--- src/shared/motor_cfg_map.svh ---
// Register offsets, field masks, reset values and timing counts of the config bank
`ifndef MOTOR_CFG_MAP_SVH
`define MOTOR_CFG_MAP_SVH

// ***************************************************************
// Register offsets (6-bit serial address)
// ***************************************************************
`define OFS_LOCK        6'h03
`define OFS_CLEAR       6'h04
`define OFS_RECIRC      6'h07
`define OFS_REGULATOR   6'h08
`define OFS_MOTION      6'h09
`define OFS_FEEDBACK    6'h0a
`define OFS_PHASE       6'h0b

// ***************************************************************
// Reset values and writable-bit masks
// ***************************************************************
`define CFG_RESET_VAL   8'h00
`define MASK_RECIRC     8'hff
`define MASK_REGULATOR  8'h3f
`define MASK_MOTION     8'h1f
`define MASK_FEEDBACK   8'hdf
`define MASK_PHASE      8'h07
`define CLEAR_BIT       0

// ***************************************************************
// Lock patterns
// ***************************************************************
`define LOCK_PATTERN    3'h6
`define UNLOCK_PATTERN  3'h3

// ***************************************************************
// Timing: clock rate and millisecond figures
// ***************************************************************
`define CLK_FREQ_HZ     40000000
`define TICK_PERIOD_MS  1
`define MS_PER_S        1000
`define STALL_DET0_MS   13'd300
`define STALL_DET1_MS   13'd500
`define STALL_DET2_MS   13'd1000
`define STALL_DET3_MS   13'd5000
`define RETRY0_MS       13'd500
`define RETRY1_MS       13'd5000

// ***************************************************************
// Speed feedback: commutation edges per output toggle
// ***************************************************************
`define FB_EDGES_X3     4'd1
`define FB_EDGES_X1     4'd3
`define FB_EDGES_X05    4'd6
`define FB_EDGES_X025   4'd12

// ***************************************************************
// Serial frame layout
// ***************************************************************
`define FRAME_BITS      5'd16
`define ADDR_LAST_FALL  5'd6
`define DATA_FIRST_RISE 5'd8

`endif

--- src/shared/motor_cfg_pkg.sv ---
// Types of the motor drive configuration bank and its serial port
package motor_cfg_pkg;

  // ***************************************************************
  // Register layouts
  // ***************************************************************
  typedef struct packed {
    logic       rsv7;
    logic       limit_recirc_path;
    logic       rsv5;
    logic       rsv4;
    logic       async_rectify_active_en;
    logic       sync_rectify_active_en;
    logic [1:0] rsv1_0;
  } recirc_reg_t;

  typedef struct packed {
    logic [1:0] rsv7_6;
    logic       rsv5;
    logic       regulator_sequencing_off;
    logic       regulator_current_limit;
    logic [1:0] regulator_voltage_sel;
    logic       regulator_off;
  } regulator_reg_t;

  typedef struct packed {
    logic [2:0] rsv7_5;
    logic       position_comparator_hysteresis;
    logic       stop_coast_sel;
    logic       coast_en;
    logic       rsv1;
    logic       dir_ccw;
  } motion_reg_t;

  typedef struct packed {
    logic [1:0] speed_feedback_divider;
    logic       rsv5;
    logic       stall_retry_wait;
    logic [1:0] stall_detect_time;
    logic [1:0] stall_response_sel;
  } feedback_reg_t;

  typedef struct packed {
    logic [4:0] rsv7_3;
    logic [2:0] commutation_lead_angle;
  } phase_reg_t;

  typedef struct packed {
    recirc_reg_t    recirc;
    regulator_reg_t regulator;
    motion_reg_t    motion;
    feedback_reg_t  feedback;
    phase_reg_t     phase;
  } cfg_t;

  // ***************************************************************
  // Serial frame: read flag, address, parity, data
  // ***************************************************************
  typedef struct packed {
    logic       rd;
    logic [5:0] addr;
    logic       parity;
    logic [7:0] data;
  } spi_frame_t;

  // ***************************************************************
  // Stall supervisor states
  // ***************************************************************
  typedef enum logic [1:0] {
    ST_MONITOR = 2'b00,
    ST_LATCHED = 2'b01,
    ST_RETRY   = 2'b10
  } stall_state_t;

  // ***************************************************************
  // Module state records
  // ***************************************************************
  typedef struct packed {
    logic [1:0] sclk_s;
    logic [1:0] cs_s;
    logic [1:0] sdi_s;
    logic       sclk_prev;
    logic       cs_prev;
    logic [4:0] fall_cnt;
    logic [4:0] rise_cnt;
    logic [15:0] rx;
    logic [15:0] tx;
    logic [5:0] addr;
    logic       sdo;
    logic       sdo_oe;
    logic       done;
    spi_frame_t frame;
  } spi_state_t;

  typedef struct packed {
    cfg_t         cfg;
    logic [2:0]   lock_val;
    logic         locked;
    logic         clr;
    logic [15:0]  ms_div;
    logic         ms_tick;
    logic [12:0]  stall_ms;
    logic [12:0]  retry_ms;
    stall_state_t st;
    logic         stall_fault;
    logic         stall_flag;
    logic [3:0]   fb_cnt;
    logic         fb_out;
  } bank_state_t;

endpackage

--- src/design/spi_frame_port.sv ---
// Serial configuration port: 16-bit frames, sampled on falling SCLK
`timescale 1ns/1ps
`include "motor_cfg_map.svh"

module spi_frame_port (
  input  wire logic                      clk_sys,    // System clock
  input  wire logic                      rst_b,      // Synchronous reset, active low
  input  wire logic                      sclk,       // Serial clock pin
  input  wire logic                      cs_b,       // Chip select pin, active low
  input  wire logic                      sdi,        // Serial data in pin
  input  wire logic [7:0]                status,     // Status byte sent first
  input  wire logic [7:0]                rd_data,    // Read data for addr
  output logic                           sdo,        // Serial data out
  output logic                           sdo_oe,     // Drive enable of sdo
  output logic [5:0]                     addr,       // Address of the frame in flight
  output logic                           frame_done, // One-cycle pulse, full frame
  output motor_cfg_pkg::spi_frame_t      frame       // Captured frame
);

  motor_cfg_pkg::spi_state_t q;  // Registered state
  motor_cfg_pkg::spi_state_t n;  // Next state

  logic sclk_rise;  // Synchronised rising edge
  logic sclk_fall;  // Synchronised falling edge
  logic cs_fall;    // Frame start
  logic cs_rise;    // Frame end

  // ***************************************************************
  // Next-state logic
  // ***************************************************************
  // Edges are taken from the second sync stage only
  always_comb begin
    n          = q;
    n.done     = 1'b0;
    n.sclk_s   = {q.sclk_s[0], sclk};
    n.cs_s     = {q.cs_s[0], cs_b};
    n.sdi_s    = {q.sdi_s[0], sdi};
    n.sclk_prev = q.sclk_s[1];
    n.cs_prev  = q.cs_s[1];
    sclk_rise  = q.sclk_s[1] & ~q.sclk_prev;
    sclk_fall  = ~q.sclk_s[1] & q.sclk_prev;
    cs_fall    = ~q.cs_s[1] & q.cs_prev;
    cs_rise    = q.cs_s[1] & ~q.cs_prev;
    if (cs_fall) begin
      // New frame: status byte goes out first
      n.fall_cnt = 5'd0;
      n.rise_cnt = 5'd0;
      n.tx       = {status, 8'h00};
      n.sdo_oe   = 1'b1;
      n.sdo      = 1'b0;
    end else if (cs_rise) begin
      // Only a frame of exactly sixteen bits is passed on
      n.done   = (q.fall_cnt == `FRAME_BITS);
      n.frame  = motor_cfg_pkg::spi_frame_t'(q.rx);
      n.sdo_oe = 1'b0;
      n.sdo    = 1'b0;
    end else if (!q.cs_s[1]) begin
      if (sclk_rise && q.rise_cnt != 5'h1f) begin
        // Launch next bit; read data replaces the shifter at bit 8
        n.rise_cnt = q.rise_cnt + 5'd1;
        if (q.rise_cnt == `DATA_FIRST_RISE) begin
          n.sdo = rd_data[7];
          n.tx  = {rd_data[6:0], 9'h000};
        end else begin
          n.sdo = q.tx[15];
          n.tx  = {q.tx[14:0], 1'b0};
        end
      end
      if (sclk_fall && q.fall_cnt != 5'h1f) begin
        // Sample host data; address is complete after seven bits
        n.fall_cnt = q.fall_cnt + 5'd1;
        n.rx       = {q.rx[14:0], q.sdi_s[1]};
        if (q.fall_cnt == `ADDR_LAST_FALL) begin
          n.addr = {q.rx[4:0], q.sdi_s[1]};
        end
      end
    end
  end

  // ***************************************************************
  // State register
  // ***************************************************************
  always_ff @(posedge clk_sys) begin
    if (!rst_b) begin
      q <= '0;
      q.sclk_s <= 2'h0;
      q.cs_s <= 2'h3;
      q.cs_prev <= 1'b1;
    end else begin
      q <= n;
    end
  end

  assign sdo        = q.sdo;
  assign sdo_oe     = q.sdo_oe;
  assign addr       = q.addr;
  assign frame_done = q.done;
  assign frame      = q.frame;

endmodule

--- src/design/motor_drive_config_regs.sv ---
// Motor drive configuration bank with lock, fault clear and stall supervisor
// Behaviour
// Recirc bit 6: 0 brake, 1 coast
// Recirc bit 3 enables async rectification
// Recirc bit 2 enables sync rectification
// Regulator bit 4 disables power-up sequencing
// Regulator bit 3: 600 mA or 150 mA
// Regulator bits 2-1 select output voltage
// Regulator bit 0 turns regulator off
// Motion bit 4 selects comparator hysteresis
// Motion bit 3: stop brakes or coasts
// Motion bit 2 enables coast operation
// Motion bit 0: clockwise or anticlockwise
// Feedback bits 7-6 scale speed output
// Feedback bit 4: retry wait 500/5000 ms
// Feedback bits 3-2 set stall detect time
// Feedback bits 1-0 select stall response
// Phase bits 2-0 set lead angle
// All five registers reset to zero
// Pattern 110 locks writes, 011 unlocks
// Latched fault held until clear written
// Read-only reserved bits read zero
`timescale 1ns/1ps
`include "motor_cfg_map.svh"

module motor_drive_config_regs #(
  parameter int unsigned CYC_PER_MS = `CLK_FREQ_HZ * `TICK_PERIOD_MS / `MS_PER_S
) (
  input  wire logic                clk_sys,            // System clock, 40 MHz
  input  wire logic                rst_b,              // Synchronous reset, active low
  input  wire logic                sclk,               // Serial clock pin
  input  wire logic                cs_b,               // Serial select pin, active low
  input  wire logic                sdi,                // Serial data in pin
  input  wire logic                comm_edge,          // Commutation step pulse
  input  wire logic                motor_run,          // Motor commanded to spin
  output logic                     sdo,                // Serial data out
  output logic                     sdo_oe,             // Drive enable of sdo
  output motor_cfg_pkg::cfg_t      cfg,                // Stored configuration
  output logic                     reg_locked,         // Config writes ignored
  output logic                     stall_fault,        // Drivers held off by stall
  output logic                     stall_flag,         // Stall reported
  output logic                     speed_feedback_out  // Scaled speed feedback
);

  motor_cfg_pkg::bank_state_t q;  // Registered state
  motor_cfg_pkg::bank_state_t n;  // Next state

  logic                      port_done;   // Frame received
  motor_cfg_pkg::spi_frame_t port_frame;  // Received frame
  logic [5:0]                port_addr;   // Address for readback
  logic [7:0]                rd_data;     // Readback byte
  logic                      wr;          // Write frame this cycle
  logic                      cfg_wr;      // Write to a config offset
  logic                      det_hit;     // Stall time reached
  logic                      set_flag;    // Stall report event

  // ***************************************************************
  // Lookup functions
  // ***************************************************************
  // Stall detection time in ms ticks
  function automatic logic [12:0] det_ms(input logic [1:0] code);
    case (code)
      2'h0:    det_ms = `STALL_DET0_MS;
      2'h1:    det_ms = `STALL_DET1_MS;
      2'h2:    det_ms = `STALL_DET2_MS;
      default: det_ms = `STALL_DET3_MS;
    endcase
  endfunction

  // Retry wait in ms ticks
  function automatic logic [12:0] retry_ms(input logic sel);
    retry_ms = sel ? `RETRY1_MS : `RETRY0_MS;
  endfunction

  // Commutation edges per feedback toggle
  function automatic logic [3:0] fb_edges(input logic [1:0] code);
    case (code)
      2'h0:    fb_edges = `FB_EDGES_X3;
      2'h1:    fb_edges = `FB_EDGES_X1;
      2'h2:    fb_edges = `FB_EDGES_X05;
      default: fb_edges = `FB_EDGES_X025;
    endcase
  endfunction

  // True for offsets of the five config registers
  function automatic logic is_cfg(input logic [5:0] a);
    is_cfg = (a >= `OFS_RECIRC) && (a <= `OFS_PHASE);
  endfunction

  // ***************************************************************
  // Serial port
  // ***************************************************************
  spi_frame_port u_port (
    .clk_sys    (clk_sys),
    .rst_b      (rst_b),
    .sclk       (sclk),
    .cs_b       (cs_b),
    .sdi        (sdi),
    .status     ({6'h00, q.stall_fault, q.stall_flag}),
    .rd_data    (rd_data),
    .sdo        (sdo),
    .sdo_oe     (sdo_oe),
    .addr       (port_addr),
    .frame_done (port_done),
    .frame      (port_frame)
  );

  // ***************************************************************
  // Readback multiplexer
  // ***************************************************************
  // Unmapped offsets and the clear register read as zero
  always_comb begin
    case (port_addr)
      `OFS_LOCK:      rd_data = {5'h00, q.lock_val};
      `OFS_RECIRC:    rd_data = q.cfg.recirc;
      `OFS_REGULATOR: rd_data = q.cfg.regulator;
      `OFS_MOTION:    rd_data = q.cfg.motion;
      `OFS_FEEDBACK:  rd_data = q.cfg.feedback;
      `OFS_PHASE:     rd_data = q.cfg.phase;
      default:        rd_data = 8'h00;
    endcase
  end

  // ***************************************************************
  // Next-state logic
  // ***************************************************************
  always_comb begin
    n        = q;
    n.clr    = 1'b0;
    n.ms_tick = 1'b0;
    set_flag = 1'b0;
    wr       = port_done && !port_frame.rd;
    cfg_wr   = wr && is_cfg(port_frame.addr);

    // Lock field: only the two patterns have an effect
    if (wr && port_frame.addr == `OFS_LOCK) begin
      if (port_frame.data[2:0] == `LOCK_PATTERN) begin
        n.locked   = 1'b1;
        n.lock_val = `LOCK_PATTERN;
      end else if (port_frame.data[2:0] == `UNLOCK_PATTERN) begin
        n.locked   = 1'b0;
        n.lock_val = `UNLOCK_PATTERN;
      end
    end

    // Fault clear is a self-clearing pulse, accepted even while locked
    if (wr && port_frame.addr == `OFS_CLEAR) begin
      n.clr = port_frame.data[`CLEAR_BIT];
    end

    // Config writes are dropped while locked; masks keep R-0 bits at zero
    if (cfg_wr && !q.locked) begin
      case (port_frame.addr)
        `OFS_RECIRC: begin
          n.cfg.recirc = port_frame.data & `MASK_RECIRC;
        end
        `OFS_REGULATOR: begin
          n.cfg.regulator = port_frame.data & `MASK_REGULATOR;
        end
        `OFS_MOTION: begin
          n.cfg.motion = port_frame.data & `MASK_MOTION;
        end
        `OFS_FEEDBACK: begin
          n.cfg.feedback = port_frame.data & `MASK_FEEDBACK;
        end
        default: begin
          n.cfg.phase = port_frame.data & `MASK_PHASE;
        end
      endcase
    end

    // Millisecond enable from the clock divider
    if (q.ms_div >= 16'(CYC_PER_MS - 1)) begin
      n.ms_div  = 16'h0000;
      n.ms_tick = 1'b1;
    end else begin
      n.ms_div = q.ms_div + 16'h0001;
    end

    // Time without commutation while the motor should spin
    det_hit = (q.st == motor_cfg_pkg::ST_MONITOR) && motor_run && !comm_edge &&
              (q.stall_ms >= det_ms(q.cfg.feedback.stall_detect_time));
    if (!motor_run || comm_edge || q.st != motor_cfg_pkg::ST_MONITOR) begin
      n.stall_ms = 13'h0000;
    end else if (q.ms_tick && !det_hit) begin
      n.stall_ms = q.stall_ms + 13'h0001;
    end

    // Stall supervisor
    case (q.st)
      motor_cfg_pkg::ST_MONITOR: begin
        if (det_hit) begin
          case (q.cfg.feedback.stall_response_sel)
            2'h0: begin
              n.st          = motor_cfg_pkg::ST_LATCHED;
              n.stall_fault = 1'b1;
              set_flag      = 1'b1;
            end
            2'h1: begin
              n.st          = motor_cfg_pkg::ST_RETRY;
              n.stall_fault = 1'b1;
              n.retry_ms    = 13'h0000;
              set_flag      = 1'b1;
            end
            2'h2: begin
              set_flag = 1'b1;
            end
            default: begin
              set_flag = 1'b0;
            end
          endcase
        end
      end
      motor_cfg_pkg::ST_LATCHED: begin
        // Held until the host clears it
        if (q.clr) begin
          n.st          = motor_cfg_pkg::ST_MONITOR;
          n.stall_fault = 1'b0;
        end
      end
      motor_cfg_pkg::ST_RETRY: begin
        // Release after the selected wait
        if (q.retry_ms >= retry_ms(q.cfg.feedback.stall_retry_wait)) begin
          n.st          = motor_cfg_pkg::ST_MONITOR;
          n.stall_fault = 1'b0;
        end else if (q.ms_tick) begin
          n.retry_ms = q.retry_ms + 13'h0001;
        end
      end
      default: begin
        n.st          = motor_cfg_pkg::ST_MONITOR;
        n.stall_fault = 1'b0;
      end
    endcase

    // Report flag: a new stall in the clearing cycle wins over the clear
    n.stall_flag = set_flag | (q.stall_flag & ~q.clr);

    // Speed feedback toggles after a code-dependent number of steps
    if (comm_edge) begin
      if (q.fb_cnt >= fb_edges(q.cfg.feedback.speed_feedback_divider) - 4'd1) begin
        n.fb_cnt = 4'h0;
        n.fb_out = ~q.fb_out;
      end else begin
        n.fb_cnt = q.fb_cnt + 4'h1;
      end
    end
  end

  // ***************************************************************
  // State register
  // ***************************************************************
  // Everything, including the five config registers, resets to zero
  always_ff @(posedge clk_sys) begin
    if (!rst_b) begin
      q <= '0;
    end else begin
      q <= n;
    end
  end

  assign cfg                = q.cfg;
  assign reg_locked         = q.locked;
  assign stall_fault        = q.stall_fault;
  assign stall_flag         = q.stall_flag;
  assign speed_feedback_out = q.fb_out;
endmodule

--- config.mk ---
export PLATFORM = sky130hd
export DESIGN_NAME = motor_drive_config_regs
export DESIGN_NICKNAME = d
export VERILOG_FILES = /design/src/shared/motor_cfg_pkg.sv /design/src/design/spi_frame_port.sv /design/src/design/motor_drive_config_regs.sv
export VERILOG_INCLUDE_DIRS = /design/src /design/src/shared
export SDC_FILE = /design/constraint.sdc
export NUM_CORES = 1
export LEC_CHECK = 0
export BUFFER_PORTS_ARGS = -buffer_cell sky130_fd_sc_hd__buf_4
export CORE_MARGIN = 8
export CORE_UTILIZATION = 59
export DETAILED_ROUTE_END_ITERATION = 7
export PLACE_DENSITY = 0.76
export RECOVER_POWER = 25
export SLEW_MARGIN = 10
export SYNTH_ARGS = -nofsm -noshare
export SYNTH_HDL_FRONTEND = slang
export SYNTH_SLANG_ARGS = --single-unit
export TNS_END_PERCENT = 100
--- constraint.sdc ---
create_clock -name clk_sys -period 4.2 [get_ports clk_sys]
set_input_delay 0 -clock clk_sys [delete_from_list [all_inputs] [get_ports clk_sys]]
set_output_delay 0 -clock clk_sys [all_outputs]
set_load 0.01 [all_outputs]
== Word-level counts from Yosys, hierarchy flattened ==
Cells that the tools add are included.
Widths: inputs -> output; s select.

* Bits of input ports: 7
* Flip-flop bits (word level): 161
* Output and inout port bits: 46

* Mux-type cells: 32
* Add/subtract/negate cells: 7
* Reduce and logical (&&, ||, !) cells: 52
* Equality and inequality tests: 36
* Magnitude comparators: 6
* Bitwise gates (word level): 16

{| class="wikitable"
|+ Operator list
! kind !! number
|-
| $mux 13 || 4
|-
| $mux 16 || 3
|-
| $pmux 8 s6 || 1
|-
| $eq 6x4->1 const B || 7
|-
| $pmux 13 s3 || 1
|-
| $add 13x1->13 const B || 2
|-
| $ge 13x13->1 || 2
|-
| $pmux 13 s2 || 1
|-
| $mux 10 || 2
|-
| $reduce_and 2->1 || 10
|-
| $eq 6x3->1 const B || 3
|-
| $mux 18 || 1
|-
| $mux 17 || 1
|-
| $add 16x1->16 const B || 1
|-
| $ge 16x16->1 const B || 1
|-
| $mux 4 || 4
|-
| $eq 6x2->1 const B || 2
|-
| $logic_and 1x1->1 || 12
|-
| $mux 6 || 2
|-
| $ne 2x2->1 const B || 6
|-
| $pmux 4 s3 || 1
|-
| $add 5x1->5 const B || 2
|-
| $ne 5x5->1 const B || 2
|-
| $not 1->1 || 10
|-
| 30 further kinds || 68
|}

== Logic depth before layout (Yosys ltp) ==
Gate-level depths: netlist of the first run.

* Depth after elaboration: 7
* Depth in mapped cells: 13

== Hierarchy ==
From an unflattened synthesis of the first run, not the netlist that was laid out.

* Cell total of the unflattened synthesis: 921
* Area total of the unflattened synthesis: 8072.7 µm²

{| class="wikitable"
|+ By module, submodules not included
! module !! area each (µm²) !! sequential area each (µm²) !! instances !! cells each
|-
| motor_drive_config_regs || 4830.9 || 1701.6 || 1 || 570
|-
| spi_frame_port || 3241.9 || 1341.3 || 1 || 351
|}

== Worst setup path before layout of the first run ==
OpenSTA, ideal clock, no wires.

* Path type: flip-flop to flip-flop
* Start: reg q (netlist bit cfg[10])
* End: reg q[18] in the netlist's numbering
* Slack: 1.596 ns
* Data required time: 4.099 ns
* Library setup time: 0.101 ns
* Buffers on the path: 1
* Period minus slack after synthesis: 2.604 ns
* Cell stages (with the launch flop): 14
* Arrival: 2.503 ns
* Path through: dfxtp_1 -> inv_1 -> ha_1 -> nor2_1 -> nor2_1 -> ha_1 -> a21bo_1 -> a211o_1 -> a211o_1 -> and2_1 -> a32oi_4 -> buf_6 -> o211ai_1 -> o41ai_1

* Cells in the longest elaborated chain, start to end: 6

{| class="wikitable"
|+ Ends and longest elaborated chain
! item !! line !! RTL
|-
| start, declared || motor_drive_config_regs.sv:45 || <nowiki>motor_cfg_pkg::bank_state_t q;</nowiki>
|-
| start signal, assigned || motor_drive_config_regs.sv:258 || <nowiki>q <= n;</nowiki>
|-
| $eq 2x2->1, or another cell as far along || motor_drive_config_regs.sv:62 || <nowiki>case (code)</nowiki>
|-
| $pmux 13 s3 (*) || motor_drive_config_regs.sv:62 ||
|-
| $ge 13x13->1 (*) || motor_drive_config_regs.sv:182 || <nowiki>(q.stall_ms >= det_ms(q.cfg.feedback.stall_detect_time));</nowiki>
|-
| $logic_and 1x1->1 (*) || motor_drive_config_regs.sv:181 || <nowiki>det_hit = (q.st == motor_cfg_pkg::ST_MONITOR) && motor_run && !comm_edge &&</nowiki>
|-
| $ne 2x2->1 (no source line) (*) || -- ||
|-
| $reduce_and 5->1 (no source line) (*) || -- ||
|}

Mark *: on every way between the ends. The rest lies on a longest branch, timed or not.
A chain may end at the register's enable or synchronous reset.

==> metrics.cfg, run 1 <==
[clock_tree]
cts_tree=yes
clk_pin_slew_ns=0.06
worstSkewPairLatency_ns=0.42
clock_path_buffers=2
post_cts_resized=0
cts.sinks=151
cts_buffers=17
htreeDepth=4
cts-root-buf=clkbuf_16

[sta]
hold_viol=0
maxSlewHeadroom_pct=1.10
final.setup.tns_ns=0
rsz0062_at_grt=false
final_max_slew_viol_count=0
max_freq_mhz=312
post-route-min-period_ns=3.21
skew_ns=0.00809
timing.final.ws_setup_ns=0.994
worst_slew_pin_slew_ns=1.48
setup_violations=0
post-route-period-util_pct=76.3

[yosys]
synth_ff_type=dfxtp_1
syn_inst=823
synth_seq_area_share_pct=41.5
synth_edf_count=0
ys.warnings.count=0
synth_cell_types=66
ys_ff_latch=151
avgSynthCellArea_um2=8.86
ys_async_sr_fraction_pct=0
netlist_area_um2=7290

[power]
p_switching_uw=600
power.density_nw_per_um2=368
p_leak_nw=2.87
max-vdd-ir-drop_mv=0.310
swShare_pct=20.8
p_comb_share_pct=2.3
clkPwrFrac_pct=47.6
seqPwrFrac_pct=50.1
p_int_mw=2.29

[final_layout]
regArea_um2=3020
area_growth_pct=7.57
layout_commonest_cell=dfxtp_1
nFillCells=1027
diodes=0
fin_nets=871
multi_input_area_um2=3750
final_cell_mix=dfxtp_1, nor2_1, nand2_1
drive_above_1_share_pct=5.90

[die]
row_count=40
ios=53
coreArea_um2=12100
fp.dieH_um=127
dieArea_um2=16200
start_util_pct=60.5
die_w_um=127

[routing]
first_pass_iters=5
post-route-drc-count=0
post_drt_wl_per_cell_um=16.1
vias_per_cell=5.55
drtIter0Drc=351
routed_wl_um=16100
route.vias.total=5545
ant_nets=0

[global_route]
grt_pass1_vias=5338
grt_max_degree=80
antenna_found_initial=0
overflow=0
grt_pass1_wl_um=26300
grt_use_total_pct=20.1

[setup_path]
critPathRequiredTime_ns=4.55
worstSetupEndpointType=flip-flop
reg2reg_depth=7
worstSetupStartpointType=primary input
arrival_ns=3.55
crit_type=in2reg
crit_path_max_fanout=79

[worst_hold_path]
min_path_cells=6
hp-class=in2reg

[place]
dp_slack_ns=1.14
dp_hpwl_um=11400
globalplace.congestion=0.883
port_buffers=41

[outcome]
status=finished clean

[run]
cap_violations=0

-- kinds of logic after synthesis --
family                   synth area share (%)
AO/OA/AOI/OAI                            9.75
adder cells (fa/ha/maj)                  7.03
AND/OR/NAND/NOR                          20.8
other                                  0.0514
multiplexers                             9.16
flip-flops                               41.5
buffers and inverters                    7.57
XOR/XNOR                                 4.20
-- metal layers --
metal,track usage (%),vias to the layer above,part of all wire [%]
met1,24.7,2670,46
li1,-,2751,-
met3,5.49,10,4.7
met5,0,-,0
met2,33.3,114,48
met4,6.65,0,1.1
-- cell usage after synthesis, types with 5 or more instances --
cell      number  area [µm²]
nand2_1       78         293
o211ai_1      12        90.1
inv_1         22        82.6
and2_1         9        56.3
a21oi_1       33         165
nand2b_1      11        68.8
buf_4         40         300
ha_1          41         513
nand3_1       20         100
dfxtp_1      151        3020
nand4_1       15        93.8
a22oi_1        5        37.5
clkbuf_1      23        86.3
a21o_1         6        45.0
nor2_1       132         495
nor3_1        13        65.1
nor4_1         5        31.3
xnor2_1        9        78.8
buf_1          5        18.8
and3_1        13        81.3
mux2i_1       60         601
o21ai_0       18        90.1
xor2_1        26         228
nor2b_1        7        43.8
buf_2          9        45.0
-- per-stage QoR --
stage	std cells	instance area [µm²]	hold WS, ns	total power [mW]	util (%)
3_5_place_dp	966	7400	0.200	1.54	61.4
3_3_place_gp	966	7400	0.196	1.54	61.4
6_report	999	7840	0.231	2.89	65.0
2_1_floorplan	833	7330	0.101	1.53	-
5_1_grt	999	7840	0.266	2.98	65.0
4_1_cts	999	7980	0.215	2.91	66.2
-- worst max-delay path, cell delays in order --
cell and delay [ns]:
dlygate4sd3_1 0.52, clkbuf_1 1.08, clkinv_1 0.18, buf_4 0.43, nor3_1 0.50, nand3_2 0.31, or3_1 0.43, o21ai_1 0.07
-- cell type report --
| type | count | share of cell area [%] |
|---|---|---|
| Clock buffer | 23 | 5.97 |
| Sequential cell | 151 | 38.5 |
| Tap cell | 168 | 2.68 |
| Clock inverter | 4 | 0.638 |
| Multi-Input combinational cell | 580 | 47.9 |
| Inverter | 24 | 1.15 |
| Timing Repair Buffer | 49 | 3.16 |
-- what timing repair did --
action,in CTS,in global routing
endpoints found under the hold margin,11,0
buffers inserted,0,0
hold buffers,6,0
-- sequential cells by signal (all words and copies together), names as in the netlist --
signal and flops:
cfg 29, q 53, speed_feedback_out 1, stall_fault 1
stall_flag 1, u_port.addr 6, u_port.frame 15, u_port.frame_done 1
u_port.n 5, u_port.q 37, u_port.sdo 1, u_port.sdo_oe 1
-- final timing paths --
path | from | end | slack, ns
hold reg to reg | u_port.n[70]$_SDFF_PN0_ | u_port.q[70]$_SDFF_PN0_ | 0.44
setup reg to reg | u_port.q[67]$_SDFF_PN1_ | u_port.addr[0]$_SDFFE_PN0P_ | 1.12
hold / removal | motor_run | stall_flag$_SDFF_PN0_ | 0.23
setup / recovery | rst_b | q[20]$_SDFFE_PN0P_ | 0.99
-- power by group through the flow --
stage	Sequential, mW	Combinational [mW]	Clock, mW
2_1_floorplan	1.48	0.0530	0
3_3_place_gp	1.48	0.0595	0
3_5_place_dp	1.48	0.0610	0
4_1_cts	1.45	0.0660	1.40
5_1_grt	1.45	0.0727	1.46
6_report	1.45	0.0653	1.38
No activity file was read; power rests on OpenSTA's default activity.
==> run 2: changes to the inputs <==
--- a/config.mk
+++ b/config.mk
@@ -8,9 +8,9 @@
 export LEC_CHECK = 0
 export BUFFER_PORTS_ARGS = -buffer_cell sky130_fd_sc_hd__buf_4
 export CORE_MARGIN = 8
-export CORE_UTILIZATION = 59
+export CORE_UTILIZATION = 54
 export DETAILED_ROUTE_END_ITERATION = 7
-export PLACE_DENSITY = 0.76
+export PLACE_DENSITY = 0.73
 export RECOVER_POWER = 25
 export SLEW_MARGIN = 10
 export SYNTH_ARGS = -nofsm -noshare
==> constraint.sdc (replaced) <==
create_clock -name clk_sys -period 2.7 [get_ports clk_sys]
set_input_delay 0 -clock clk_sys [delete_from_list [all_inputs] [get_ports clk_sys]]
set_output_delay 0 -clock clk_sys [all_outputs]
set_load 0.01 [all_outputs]
==> metrics.cfg, run 2 (synthesized netlist as in run 1, its figures left out) <==
[outcome]
status=finished clean  ; unchanged

[power]
p_switching_mw=1.04  ; was 600 µW
power.density_nw_per_um2=596  ; was 368 nW/µm²
p_comb_share_pct=2.1  ; was 2.3%
p_leak_nw=3.21  ; was 2.87 nW
power_mw=4.96  ; was 2.89 mW
swShare_pct=21.0  ; was 20.8%
p_int_mw=3.92  ; was 2.29 mW
seqPwrFrac_pct=45.4  ; was 50.1%
max-vdd-ir-drop_mv=0.453  ; was 0.310 mV
clkPwrFrac_pct=52.6  ; was 47.6%

[place]
globalplace.congestion=0.885  ; was 0.883
dpl_cell_area_um2=7540  ; was 7400 µm²
dp_slack_ns=-0.0192  ; was 1.14 ns
dp_hpwl_um=11600  ; was 11400 µm
port_buffers=41  ; unchanged

[sta]
worst_slew_pin_slew_ns=0.763  ; was 1.48 ns
timing.final.ws_setup_ns=0.0655  ; was 0.994 ns
post-route-min-period_ns=2.63
skew_ns=0.00681  ; was 0.00809 ns
max_freq_mhz=380
rsz0062_at_grt=true  ; was false
final_max_slew_viol_count=0  ; unchanged
post-route-period-util_pct=97.6
hold_viol=0  ; unchanged
setup_violations=0  ; unchanged
maxSlewHeadroom_pct=49.1  ; was 1.10%
whs_ns=0.165  ; was 0.231 ns

[final_layout]
top_register=q  ; unchanged
fin_nets=890  ; was 871
nFillCells=1086  ; was 1027
post-route-util_pct=62.8  ; was 65.0%
largest_register_ffs=53  ; unchanged
final_cell_mix=dfxtp_1, nor2_1, nand2_1  ; unchanged
fin_area_um2=8320  ; was 7840 µm²
regArea_um2=3030  ; was 3020 µm²
multi_input_area_um2=3780  ; was 3750 µm²
diodes=0  ; unchanged
area_growth_pct=14.1  ; was 7.57%
layout_commonest_cell=dfxtp_1  ; unchanged
drive_above_1_share_pct=14.4  ; was 5.90%

[setup_path]
arrival_ns=3.01  ; was 3.55 ns
cp_cell_sequence=inv_2 > ha_1 > nor2_2 > nor2_2 > ha_1 > a21bo_1 > a211o_1 > a211o_1 > and2_4 > a32oi_4 > clkbuf_16 > a21o_1 > a31o_2  ; was dlygate4sd3_1 > clkbuf_1 > clkinv_1 > buf_4 > nor3_1 > nand3_2 > or3_1 > o21ai_1
cpPeakStageDelay_ns=0.35  ; was 1.08 ns
crit_type=reg2reg  ; was in2reg
crit_path_max_fanout=7  ; was 79
critPathRequiredTime_ns=3.08  ; was 4.55 ns
worstSetupEndpointType=flip-flop  ; unchanged
slowest_stage=dfxtp_2  ; was clkbuf_1
worstSetupStartpointType=flip-flop  ; was primary input

[clock_tree]
worstSkewPairLatency_ns=0.43  ; was 0.42 ns
cts_tree=yes  ; unchanged
cts.sinks=151  ; unchanged
clk_pin_slew_ns=0.06  ; about the same
htreeDepth=4  ; unchanged
cts_buffers=17  ; unchanged
cts-root-buf=clkbuf_16  ; unchanged
clock_path_buffers=2  ; unchanged

[routing]
route.vias.total=5724  ; was 5545
drtIter0Drc=393  ; was 351
post_drt_wl_per_cell_um=16.1  ; about the same
first_pass_iters=5  ; unchanged
post-route-drc-count=0  ; unchanged
ant_nets=0  ; unchanged
vias_per_cell=5.55  ; about the same
routed_wl_um=16600  ; was 16100 µm

[global_route]
grt_pass1_vias=5580  ; was 5338
overflow=0  ; unchanged
antenna_found_initial=0  ; unchanged
grt_pass1_wl_um=27500  ; was 26300 µm
grt_max_degree=79  ; was 80
grt_use_total_pct=19.1  ; was 20.1%

[die]
ios=53  ; unchanged
die_w_um=132  ; was 127 µm
start_util_pct=55.1  ; was 60.5%
fp.dieH_um=132  ; was 127 µm
dieArea_um2=17500  ; was 16200 µm²
row_count=42  ; was 40
coreArea_um2=13200  ; was 12100 µm²

[worst_hold_path]
hp-class=in2reg  ; unchanged

[run]
cap_violations=0  ; unchanged

-- run 2: worst max-delay path: cells and delay by family, from the launching register on --
family,cells,cell delay [ns]
AOI/OAI and AO/OA,6,1.20
adders and majority gates,2,0.46
DFF,1,0.35
and+or+nand+nor,3,0.30
buffers and inverters,2,0.28
-- run 2: worst paths after layout --
check,startpoint,to,slack (ns),depth (start not counted)
setup / recovery,cfg[11]$_SDFFE_PN0P_,q[16]$_SDFFE_PN0P_,0.07,13
hold / removal,motor_run,stall_flag$_SDFF_PN0_,0.16,6
hold reg to reg,u_port.n[72]$_SDFF_PN1_,u_port.n[67]$_SDFF_PN1_,0.41,1
setup reg to reg,cfg[11]$_SDFFE_PN0P_,q[16]$_SDFFE_PN0P_,0.07,13
-- run 2: through the flow --
step | std cells | setup TNS [ns]
6_report | 1031 | 0
3_3_place_gp | 990 | 0
3_5_place_dp | 990 | -0.0573
5_1_grt | 1031 | -0.00547
4_1_cts | 1028 | 0
2_1_floorplan | 833 | 0
-- run 2: area by class of cell --
| type | instances | area share, % |
|---|---|---|
| multi-input cells | 580 | 45.4 |
| well taps | 176 | 2.65 |
| inverters | 24 | 1.11 |
| clock inverters | 15 | 2.68 |
| clock buffers | 17 | 5.11 |
| flip-flops and latches | 151 | 36.4 |
| repair buffers | 68 | 6.68 |
-- run 2: timing repair --
item                       in CTS  in global routing
hold buffers                    6                  0
gates resized for setup         1                 13
buffers inserted                0                  2
setup endpoints to repair      13                 19
gates cloned                    0                  1
hold endpoints to repair       11                  0
pin swaps                       0                  6
-- run 2: power groups by stage --
stage                     registers, mW  logic (mW)  clock network (mW)
after floorplan                    2.30      0.0824                   0
after global placement             2.30      0.0931                   0
after detailed placement           2.30      0.0953                   0
after CTS                          2.25       0.103                2.63
after global routing               2.25       0.115                2.73
final                              2.25       0.103                2.61
-- run 2: metal layers --
metal  global-route usage (%)  up-vias  part of all wire (%)
met4                     8.01        0                   2.3
li1                         -     2794                     -
met1                     22.5     2768                    44
met5                        0        -                     0
met3                     4.80       28                   4.5
met2                     32.3      134                    49
